<file path="src/include/pwb_pkg.sv">
// Constants, register map and state types of the nine-channel PWM block
package pwb_pkg;
  // Channel count and per-channel register window
  localparam int CH_N = 9;
  localparam logic [3:0] CH_LAST = 4'h8;
  // Per-channel register offsets within the channel window
  localparam logic [7:0] OFF_CTL = 8'h00;
  localparam logic [7:0] OFF_STEP = 8'h04;
  localparam logic [7:0] OFF_RAMP = 8'h08;
  localparam logic [7:0] OFF_HIGH = 8'h0c;
  localparam logic [7:0] OFF_LOW = 8'h10;
  localparam logic [7:0] OFF_PERIOD = 8'h14;
  localparam logic [7:0] OFF_ACTIVE = 8'h18;
  // Shared FIFO group, full byte addresses
  localparam logic [11:0] OFF_FIFO_CTL = 12'hf00;
  localparam logic [11:0] OFF_FIFO_WORD = 12'hf04;
  localparam logic [11:0] OFF_FIFO_STAT = 12'hf08;
  // channel_control fields
  localparam int CTL_MODE_LSB = 0;
  localparam int CTL_POL_BIT = 2;
  localparam int CTL_ON_BIT = 3;
  localparam int CTL_RUN_BIT = 4;
  // breath_ramp_rates fields
  localparam int RAMP_UP_LSB = 0;
  localparam int RAMP_DN_LSB = 16;
  // fifo_path_control fields
  localparam int FPC_START_BIT = 0;
  localparam int FPC_SEL_LSB = 4;
  // fifo_condition fields
  localparam int FST_ERR_BIT = 0;
  localparam int FST_FULL_BIT = 1;
  localparam int FST_EMPTY_BIT = 2;
  localparam int FST_LVL_LSB = 3;
  // Reset values
  localparam logic [4:0] RST_CTL = 5'h00;
  localparam logic [7:0] RST_STEP = 8'h20;
  localparam logic [15:0] RST_PERIOD = 16'h0001;
  localparam logic [15:0] RST_ZERO16 = 16'h0000;
  localparam logic [1:0] RST_FIFO_LVL = 2'h2;
  // FIFO depth: the level field counts free slots, two when empty
  localparam logic [1:0] FIFO_DEPTH = 2'h2;
  // Channel modes
  typedef enum logic [1:0] {
    PWB_FIXED = 2'b00,
    PWB_BREATH = 2'b01,
    PWB_PROG = 2'b10,
    PWB_RSVD = 2'b11
  } pwb_mode_t;
  // Breath phases
  typedef enum logic [1:0] {
    PWB_RISE = 2'b00,
    PWB_HOLD_HI = 2'b01,
    PWB_FALL = 2'b10,
    PWB_HOLD_LO = 2'b11
  } pwb_phase_t;
endpackage

</file>
<file path="src/rtl/pwb_top.sv">
// Nine-channel PWM with fixed, breath and FIFO-fed programmable modes
//
// Implementation choice: register access over Avalon-MM.
`timescale 1ns/1ps
`default_nettype none
module pwb_top (
  input wire logic ref_clk,
  input wire logic rstn,
  input wire logic [11:0] avs_address,
  input wire logic avs_read,
  input wire logic avs_write,
  input wire logic [31:0] avs_writedata,
  input wire logic [3:0] avs_byteenable,
  output logic [31:0] avs_readdata,
  output logic avs_waitrequest,
  input wire logic dma_valid,
  input wire logic [15:0] dma_data,
  output logic dma_ready,
  output logic [8:0] pwm_out
);

  // Merge write data into an old value under byte enables
  function automatic logic [31:0] be_merge(input logic [31:0] old_v,
                                           input logic [31:0] new_v,
                                           input logic [3:0] be);
    logic [31:0] r;
    r = old_v;
    for (int b = 0; b < 4; b++) begin
      if (be[b]) begin
        r[b*8 +: 8] = new_v[b*8 +: 8];
      end
    end
    return r;
  endfunction

  // Bus decode
  logic [3:0] ch_sel; // Channel window addressed
  logic [7:0] ch_off; // Offset inside the window
  logic rd_ack_r; // Read answered this cycle
  logic [31:0] rd_data_r; // Registered read data
  logic [31:0] rd_mux; // Combinational read selection
  logic [31:0] ch_rdata [pwb_pkg::CH_N]; // Per-channel readback

  assign ch_sel = avs_address[11:8];
  assign ch_off = avs_address[7:0];

  // Shared FIFO state
  logic start_r; // DMA fill enable
  logic [3:0] fsel_r; // Channel owning the FIFO
  logic err_r; // Sticky FIFO error
  logic [15:0] fmem_r [2]; // Two-entry word store
  logic wptr_r; // Write slot
  logic rptr_r; // Read slot
  logic [1:0] fcnt_r; // Words held
  logic f_empty; // No word held
  logic f_full; // No slot free
  logic f_push; // Word accepted from DMA
  logic f_pop; // Word consumed by owner
  logic [15:0] f_head; // Oldest word
  logic [8:0] want_pop; // Owner reached a period boundary

  assign f_empty = (fcnt_r == 2'h0);
  assign f_full = (fcnt_r == pwb_pkg::FIFO_DEPTH);
  assign f_head = f_empty ? 16'h0000 : fmem_r[rptr_r];
  // Back-pressure: DMA is stalled while disabled or full
  assign dma_ready = start_r & ~f_full;
  assign f_push = dma_valid & dma_ready;
  assign f_pop = (|want_pop) & ~f_empty;

  // Reads take one wait cycle so read data comes from a flop
  assign avs_waitrequest = avs_read & ~rd_ack_r;
  assign avs_readdata = rd_data_r;

  // Read acknowledge and data capture
  always_ff @(posedge ref_clk or negedge rstn) begin
    if (!rstn) begin
      rd_ack_r <= 1'b0;
      rd_data_r <= 32'h0000_0000;
    end else begin
      rd_ack_r <= avs_read & ~rd_ack_r;
      if (avs_read & ~rd_ack_r) begin
        rd_data_r <= rd_mux;
      end
    end
  end

  // Read selection; unmapped addresses read zero
  always_comb begin
    rd_mux = 32'h0000_0000;
    if (ch_sel <= pwb_pkg::CH_LAST) begin
      rd_mux = ch_rdata[ch_sel];
    end else if (avs_address == pwb_pkg::OFF_FIFO_CTL) begin
      rd_mux[pwb_pkg::FPC_START_BIT] = start_r;
      rd_mux[pwb_pkg::FPC_SEL_LSB +: 4] = fsel_r;
    end else if (avs_address == pwb_pkg::OFF_FIFO_WORD) begin
      rd_mux[15:0] = f_head;
    end else if (avs_address == pwb_pkg::OFF_FIFO_STAT) begin
      rd_mux[pwb_pkg::FST_ERR_BIT] = err_r;
      rd_mux[pwb_pkg::FST_FULL_BIT] = f_full;
      rd_mux[pwb_pkg::FST_EMPTY_BIT] = f_empty;
      rd_mux[pwb_pkg::FST_LVL_LSB +: 2] =
        pwb_pkg::FIFO_DEPTH - fcnt_r; // Level counts free slots
    end
  end

  // FIFO path control register
  always_ff @(posedge ref_clk or negedge rstn) begin
    if (!rstn) begin
      start_r <= 1'b0;
      fsel_r <= 4'h0;
    end else if (avs_write && avs_address == pwb_pkg::OFF_FIFO_CTL) begin
      if (avs_byteenable[0]) begin
        start_r <= avs_writedata[pwb_pkg::FPC_START_BIT];
        fsel_r <= avs_writedata[pwb_pkg::FPC_SEL_LSB +: 4];
      end
    end
  end

  // Error flag: underrun sets it, write one clears, set wins
  always_ff @(posedge ref_clk or negedge rstn) begin
    if (!rstn) begin
      err_r <= 1'b0;
    end else if ((|want_pop) & f_empty) begin
      err_r <= 1'b1;
    end else if (avs_write && avs_address == pwb_pkg::OFF_FIFO_STAT &&
                 avs_byteenable[0] &&
                 avs_writedata[pwb_pkg::FST_ERR_BIT]) begin
      err_r <= 1'b0;
    end
  end

  // FIFO pointers and storage
  always_ff @(posedge ref_clk or negedge rstn) begin
    if (!rstn) begin
      wptr_r <= 1'b0;
      rptr_r <= 1'b0;
      fcnt_r <= 2'h0;
      fmem_r[0] <= 16'h0000;
      fmem_r[1] <= 16'h0000;
    end else begin
      if (f_push) begin
        fmem_r[wptr_r] <= dma_data;
        wptr_r <= ~wptr_r;
      end
      if (f_pop) begin
        rptr_r <= ~rptr_r;
      end
      if (f_push & ~f_pop) begin
        fcnt_r <= fcnt_r + 2'h1;
      end else if (f_pop & ~f_push) begin
        fcnt_r <= fcnt_r - 2'h1;
      end
    end
  end

  // One independent channel per iteration
  for (genvar gi = 0; gi < pwb_pkg::CH_N; gi++) begin : g_ch
    logic [4:0] ctl_r; // Mode, polarity, enable, run
    logic [7:0] step_r; // Breath step count C
    logic [7:0] up_r; // Ramp-up rate
    logic [7:0] dn_r; // Ramp-down rate
    logic [15:0] hi_r; // High hold in waves
    logic [15:0] lo_r; // Low hold in waves
    logic [15:0] per_r; // Period count
    logic [15:0] act_r; // Fixed active count
    logic wr_ch; // Write aimed at this channel
    logic [31:0] rd_v; // Readback word
    pwb_pkg::pwb_mode_t mode; // Decoded mode
    logic pol; // Active level
    logic on; // Channel enable
    logic run; // Channel run request
    logic running_r; // Waveform in progress
    logic [15:0] cnt_r; // Position inside the period
    logic [15:0] top; // Clocks per period
    logic [15:0] top_m1; // Last count of the period
    logic wrap; // Period boundary
    logic [15:0] duty_r; // Latched duty for fixed and FIFO modes
    pwb_pkg::pwb_phase_t phase_r; // Breath phase
    logic [7:0] lvl_r; // Breath duty level
    logic [15:0] rep_r; // Waves spent on this level
    logic [15:0] lim; // Waves allowed on this level
    logic last; // Final wave of this level
    logic [15:0] duty_now; // Duty used this period
    logic active; // Inside the active part
    logic out_r; // Registered pin level

    assign wr_ch = avs_write & (ch_sel == 4'(gi));
    assign mode = pwb_pkg::pwb_mode_t'(ctl_r[pwb_pkg::CTL_MODE_LSB +: 2]);
    assign pol = ctl_r[pwb_pkg::CTL_POL_BIT];
    assign on = ctl_r[pwb_pkg::CTL_ON_BIT];
    assign run = ctl_r[pwb_pkg::CTL_RUN_BIT];

    // Configuration registers
    always_ff @(posedge ref_clk or negedge rstn) begin
      if (!rstn) begin
        ctl_r <= pwb_pkg::RST_CTL;
        step_r <= pwb_pkg::RST_STEP;
        up_r <= 8'h00;
        dn_r <= 8'h00;
        hi_r <= pwb_pkg::RST_ZERO16;
        lo_r <= pwb_pkg::RST_ZERO16;
        per_r <= pwb_pkg::RST_PERIOD;
        act_r <= pwb_pkg::RST_ZERO16;
      end else if (wr_ch) begin
        unique case (ch_off)
          pwb_pkg::OFF_CTL:
            ctl_r <= 5'(be_merge({27'h0, ctl_r}, avs_writedata,
                                 avs_byteenable));
          pwb_pkg::OFF_STEP:
            step_r <= 8'(be_merge({24'h0, step_r}, avs_writedata,
                                  avs_byteenable));
          pwb_pkg::OFF_RAMP: begin
            if (avs_byteenable[0]) begin
              up_r <= avs_writedata[pwb_pkg::RAMP_UP_LSB +: 8];
            end
            if (avs_byteenable[2]) begin
              dn_r <= avs_writedata[pwb_pkg::RAMP_DN_LSB +: 8];
            end
          end
          pwb_pkg::OFF_HIGH:
            hi_r <= 16'(be_merge({16'h0, hi_r}, avs_writedata,
                                 avs_byteenable));
          pwb_pkg::OFF_LOW:
            lo_r <= 16'(be_merge({16'h0, lo_r}, avs_writedata,
                                 avs_byteenable));
          pwb_pkg::OFF_PERIOD:
            per_r <= 16'(be_merge({16'h0, per_r}, avs_writedata,
                                  avs_byteenable));
          pwb_pkg::OFF_ACTIVE:
            act_r <= 16'(be_merge({16'h0, act_r}, avs_writedata,
                                  avs_byteenable));
          default: begin
            // Holes in the window ignore writes
          end
        endcase
      end
    end

    // Readback of this channel's window; holes read zero
    always_comb begin
      rd_v = 32'h0000_0000;
      unique case (ch_off)
        pwb_pkg::OFF_CTL: rd_v[4:0] = ctl_r;
        pwb_pkg::OFF_STEP: rd_v[7:0] = step_r;
        pwb_pkg::OFF_RAMP: begin
          rd_v[pwb_pkg::RAMP_UP_LSB +: 8] = up_r;
          rd_v[pwb_pkg::RAMP_DN_LSB +: 8] = dn_r;
        end
        pwb_pkg::OFF_HIGH: rd_v[15:0] = hi_r;
        pwb_pkg::OFF_LOW: rd_v[15:0] = lo_r;
        pwb_pkg::OFF_PERIOD: rd_v[15:0] = per_r;
        pwb_pkg::OFF_ACTIVE: rd_v[15:0] = act_r;
        default: rd_v = 32'h0000_0000;
      endcase
    end
    assign ch_rdata[gi] = rd_v;

    // Breath waves are C clocks long, other modes the period count
    assign top = (mode == pwb_pkg::PWB_BREATH) ? {8'h00, step_r} : per_r;
    // A zero count would never wrap, so it acts as one
    assign top_m1 = (top == 16'h0000) ? 16'h0000 : top - 16'h0001;
    assign wrap = (cnt_r == top_m1);

    // Waves allowed on the current breath level
    always_comb begin
      unique case (phase_r)
        pwb_pkg::PWB_RISE: lim = {8'h00, up_r};
        pwb_pkg::PWB_HOLD_HI: lim = hi_r;
        pwb_pkg::PWB_FALL: lim = {8'h00, dn_r};
        pwb_pkg::PWB_HOLD_LO: lim = lo_r;
      endcase
    end
    assign last = ({1'b0, rep_r} + 17'h00001) >= {1'b0, lim};

    // Duty in force: breath level, or the latched word
    always_comb begin
      duty_now = duty_r;
      if (mode == pwb_pkg::PWB_BREATH) begin
        unique case (phase_r)
          pwb_pkg::PWB_HOLD_HI: duty_now = {8'h00, step_r};
          pwb_pkg::PWB_HOLD_LO: duty_now = 16'h0000;
          default: duty_now = {8'h00, lvl_r};
        endcase
      end
    end

    // Only the FIFO owner in programmable mode asks for words
    assign want_pop[gi] = running_r & wrap & run & on &
                          (mode == pwb_pkg::PWB_PROG) &
                          (fsel_r == 4'(gi));

    // Period counter, run control and per-period duty update
    always_ff @(posedge ref_clk or negedge rstn) begin
      if (!rstn) begin
        running_r <= 1'b0;
        cnt_r <= 16'h0000;
        duty_r <= 16'h0000;
        phase_r <= pwb_pkg::PWB_RISE;
        lvl_r <= 8'h01;
        rep_r <= 16'h0000;
      end else if (!on || mode == pwb_pkg::PWB_RSVD) begin
        // Disable acts at once, mid period
        running_r <= 1'b0;
        cnt_r <= 16'h0000;
      end else if (!running_r) begin
        if (run) begin
          running_r <= 1'b1;
          cnt_r <= 16'h0000;
          duty_r <= (mode == pwb_pkg::PWB_FIXED) ? act_r : 16'h0000;
          phase_r <= pwb_pkg::PWB_RISE;
          lvl_r <= 8'h01;
          rep_r <= 16'h0000;
        end
      end else if (wrap) begin
        cnt_r <= 16'h0000;
        // Run cleared: stop only once the period is complete
        if (!run) begin
          running_r <= 1'b0;
        end
        if (mode == pwb_pkg::PWB_FIXED) begin
          duty_r <= act_r;
        end else if (mode == pwb_pkg::PWB_PROG) begin
          // Underrun keeps the old duty and raises the error flag
          if (want_pop[gi] & ~f_empty) begin
            duty_r <= f_head;
          end
        end else if (last) begin
          rep_r <= 16'h0000;
          unique case (phase_r)
            pwb_pkg::PWB_RISE: begin
              if (lvl_r >= step_r) begin
                phase_r <= pwb_pkg::PWB_HOLD_HI;
              end else begin
                lvl_r <= lvl_r + 8'h01;
              end
            end
            pwb_pkg::PWB_HOLD_HI: begin
              phase_r <= pwb_pkg::PWB_FALL;
              lvl_r <= step_r;
            end
            pwb_pkg::PWB_FALL: begin
              if (lvl_r <= 8'h01) begin
                phase_r <= pwb_pkg::PWB_HOLD_LO;
              end else begin
                lvl_r <= lvl_r - 8'h01;
              end
            end
            pwb_pkg::PWB_HOLD_LO: begin
              phase_r <= pwb_pkg::PWB_RISE;
              lvl_r <= 8'h01;
            end
          endcase
        end else begin
          rep_r <= rep_r + 16'h0001;
        end
      end else begin
        cnt_r <= cnt_r + 16'h0001;
      end
    end

    // Active while the position is below the duty
    assign active = running_r & (cnt_r < duty_now);

    // Pin level; programmable mode ignores polarity
    always_ff @(posedge ref_clk or negedge rstn) begin
      if (!rstn) begin
        out_r <= 1'b1;
      end else if (mode == pwb_pkg::PWB_PROG) begin
        out_r <= active & on;
      end else begin
        out_r <= pol ? (active & on) : ~(active & on);
      end
    end
    assign pwm_out[gi] = out_r;
  end

endmodule
`default_nettype wire

</file>
<file path="config.mk">
export PLATFORM = sky130hd
export DESIGN_NAME = pwb_top
export DESIGN_NICKNAME = d
export VERILOG_FILES = /design/src/include/pwb_pkg.sv /design/src/rtl/pwb_top.sv
export SDC_FILE = /design/constraint.sdc
export NUM_CORES = 2
export LEC_CHECK = 0
export ABC_AREA = 1
export BUFFER_PORTS_ARGS = -buffer_cell sky130_fd_sc_hd__buf_2
export CORE_MARGIN = 10
export CORE_UTILIZATION = 35
export DETAILED_ROUTE_END_ITERATION = 8
export PLACE_DENSITY_LB_ADDON = 0.08
export SLEW_MARGIN = 20
export SYNTH_ARGS = -nofsm -noshare
export SYNTH_HDL_FRONTEND = slang
export SYNTH_SLANG_ARGS = --single-unit
</file>
<file path="constraint.sdc">
create_clock -name ref_clk -period 5.6 [get_ports ref_clk]
set_clock_uncertainty 0.15 [all_clocks]
set_input_delay 0.28 -clock ref_clk [delete_from_list [all_inputs] [get_ports ref_clk]]
set_output_delay 0.28 -clock ref_clk [all_outputs]
set_load 0.05 [all_outputs]
</file>
==> flow_metrics.tcl <==
set metrics [dict create \
    outcome "completed" \
    final_cells 16186 \
    drtPass1Iterations 6 \
    placed_cells 15811 \
    die_h_um 533 \
    hold_violations 0 \
    fin_util_pct 39.3 \
    syn_inst 12578 \
    grt_pass1_wl_mm 597 \
    critPathLaunch "g_ch[6].ctl_r[0]" \
    grt_max_degree 161 \
    io_pins 112 \
    synth-edff-count 0 \
    p_per_area_nw_per_um2 236 \
    grt-ovfl-total 0 \
    routabilityCongestion 0.950 \
    totalWireLength_mm 409 \
    fin_tns_setup_ns 0 \
    cts_tree "yes" \
    critPathCaptureType "flip-flop" \
    p_leak_nw 45.9 \
    worst_slew_pin_slew_ns 1.24 \
    crit_fanout 30 \
    clockBufferDepth 4 \
    maxCapViolCount 0 \
    io_buffers 94 \
    rsz0062_at_grt "no" \
    synth-compound-area-share_pct 18.3 \
    synth_fa_ha_area_share_pct 6.15 \
    antenna_found_initial 31 \
    antenna_left 0 \
    critPathLaunchType "flip-flop" \
    synth_top_family_by_area "simple AND/OR/NAND/NOR gates" \
    synth_xor_area_share_pct 2.32 \
    min_path_type "in2reg" \
    start_util_pct 35.1 \
    path_clk_slew_ns 0.06 \
    ys_seq_area_share_pct 39.3 \
    postCtsSetupBuffers 0 \
    rows 188 \
    synth_top_flop_cell "dfrtp_1" \
    min_period_ns 4.92 \
    die_w_um 533 \
    path_buf_inv 2 \
    ys_seq_elements 1444 \
    grt_pass1_vias 85692 \
    min_period_over_period_pct 87.9 \
    critical_path_class "reg2reg" \
    crit_top_cell "nand2_1" \
    synthSimpleGateAreaFrac_pct 25.7 \
    critical_path.max_stage_delay_ns 0.76 \
    synth_top_cell_by_area "dfrtp_1" \
    ys_types 74 \
    grt_util_all_layers_pct 27.6 \
    clkLatencyLatePin_ns 0.89 \
    drtIter0Drc 9089 \
    drive_above_1_share_pct 6.72 \
    min-delay-start "avs_writedata[14]" \
    avgSynthCellArea_um2 7.32 \
    dp_hpwl_mm 300 \
    timing.fmax_ghz 0.203 \
    yosys-top-cells-area "dfrtp_1, nand2_1, o21ai_0" \
    crit_family "simple AND/OR/NAND/NOR gates" \
    maxSlewViolCount 0 \
    clock-sinks 1444 \
    synth.top_cell.area_share_pct 38.2 \
    post_drt_wl_per_cell_um 25.3 \
    syn_area_um2 92100 \
    core_um2 262000 \
    finalSetupViolCount 0 \
    via_per_inst 5.61 \
    multiInputGateArea_um2 48500 \
    whs_ns 0.0513 \
    vias 90742 \
    worstPathArrival_ns 5.53 \
    n_fill_cell 27388 \
    synthMuxAreaShare_pct 0.0122 \
    path_cells "inv_2 > nor2_4 > buf_4 > nand2_1 > nand2_2 > nand2_1 > nor2_4 > nand3_2 > nand3_1 > nor2_1 > nor2_1 > nand2_1 > nor2_1 > nand2_1 > nor2_1 > nand3_1 > nand2_1 > nor2_1 > nand3_1 > nand2_1 > ha_1 > a21oi_1 > o21ai_0 > xor2_1" \
    areaGrowthSynthToFinish_pct 11.8 \
    cts_root_buf "clkbuf_16" \
    htreeDepth 4 \
    critPathRequiredTime_ns 6.21 \
    final_nets 13043 \
    max_slew_margin_pct 17.2 \
    drc_errors 0 \
    cts_buffers 189 \
    power.total_w 0.0243 \
    async_flop_share_pct 100 \
    peakVddDrop_uv 229 \
    dieArea_um2 284000 \
    regArea_um2 36200 \
    yosysWarnings 0 \
    r2r-start "g_ch[6].ctl_r[0]" \
    critical-path-slowest-cell "dfrtp_1" \
]
-- state kept, by name (all words and copies together) (netlist names), 18 cells and up --
register,flops
g_ch.ctl_r,45
avs_readdata,24
fmem_r,32
g_ch.lvl_r,72
g_ch.cnt_r,144
g_ch.lo_r,144
g_ch.step_r,72
g_ch.hi_r,144
g_ch.dn_r,72
g_ch.rep_r,144
g_ch.per_r,144
g_ch.act_r,144
g_ch.duty_r,144
g_ch.up_r,72
g_ch.phase_r,18
-- through the flow --
step                      instance area (um2)  setup WS, ns
after floorplan                         92200          1.86
after global placement                  96300         0.652
after detailed placement                96300         0.539
after CTS                              103000         0.510
after global routing                   103000         0.167
final                                  103000         0.679
-- Yosys cell counts (all sizes together) (58+ instances only) --
cell type / instances
a21oi: 313
a221oi: 99
buf: 175
clkbuf: 416
dfrtp: 1408
ha: 453
inv: 1320
nand2: 3528
nand3: 759
nand4: 309
nor2: 731
nor3: 169
o2111ai: 58
o211ai: 113
o21ai: 1684
o22ai: 388
xor2: 211
-- timing repair --
action                    in CTS  in global routing
hold buffers                  34                  0
hold endpoints to repair     678                  0
resized for setup              0                  0
-- layout make-up --
| type | instances | area share, % |
|---|---|---|
| Antenna cell | 9 | 0.0219 |
| Tap cell | 3515 | 4.27 |
| Clock inverter | 68 | 0.723 |
| Multi-Input combinational cell | 9215 | 47.1 |
| Clock buffer | 264 | 5.36 |
| Sequential cell | 1444 | 35.1 |
| Inverter | 1335 | 4.88 |
| Timing Repair Buffer | 336 | 2.50 |
-- worst reg2reg max path: stages (launching register included) --
cell and delay, ns:
dfrtp_1 0.76, inv_2 0.12, nor2_4 0.14, buf_4 0.31, nand2_1 0.11, nand2_2 0.14
nand2_1 0.10, nor2_4 0.15, nand3_2 0.48, nand3_1 0.33, nor2_1 0.08, nor2_1 0.13
nand2_1 0.08, nor2_1 0.12, nand2_1 0.07, nor2_1 0.09, nand3_1 0.28, nand2_1 0.15
nor2_1 0.06, nand3_1 0.16, nand2_1 0.09, ha_1 0.33, a21oi_1 0.11, o21ai_0 0.11
xor2_1 0.16
-- metal layers --
layer	GRT usage, %	part of all wire [%]	up-vias
li1	-	-	42321
met1	37.6	44	44188
met2	42.2	43	3390
met3	4.94	7.1	829
met4	13.3	5.8	14
met5	0	0.023	-
-- power by group --
group,switching [W],internal [W]
Clock,0.00515,0.00740
Combinational,0.00101,0.000260
Sequential,0.0000393,0.0105
-- layout by cell type (no fill, tap or decap), types with 36 or more instances in the layout --
master     Yosys  routed
o2111ai_1     58      58
nor3_1       168     157
o211ai_1     113     113
xor2_1       211     211
ha_1         453     452
o21ai_0     1574    1574
clkinv_2       0      43
inv_1       1300    1282
dfstp_2       36      36
o22ai_1      388     388
o21ai_1      101     101
dfrtp_1     1408    1408
clkbuf_8       0      44
buf_2         85      93
nand4_1      306     306
a22o_1        56      56
buf_4         37     194
nand2_1     3476    3468
nor2_1       688     682
nand3_1      750     750
nor4_1        36      36
clkbuf_16      0     192
a22oi_1       55      55
a221oi_1      99      99
a21oi_1      310     310
nand2_2       39      43
-- worst paths after layout --
| kind | depth (start not counted) | to | slack (ns) |
|---|---|---|---|
| max | 24 | fcnt_r[1] | 0.68 |
| min | 4 | g_ch[2].lo_r[14] | 0.05 |
| max reg2reg | 24 | fcnt_r[1] | 0.68 |
| min reg2reg | 1 | rd_ack_r | 0.28 |
| max in group asynchronous | 3 | g_ch[8].hi_r[8] | 4.11 |
| min in group asynchronous | 2 | g_ch[4].step_r[5] | 0.16 |
-- cells by family (layout without fill, tap and decap cells) --
kind of cell,after synthesis,after routing
adders and majority gates,453,453
and+or+nand+nor,5584,5584
xor gates and xnor gates,244,244
buffers and inverters,1926,2003
other,1,17
DFF,1444,1444
muxes,1,1
AOI/OAI and AO/OA,2925,2925
Note: power is estimated with default switching activity, not from simulation.
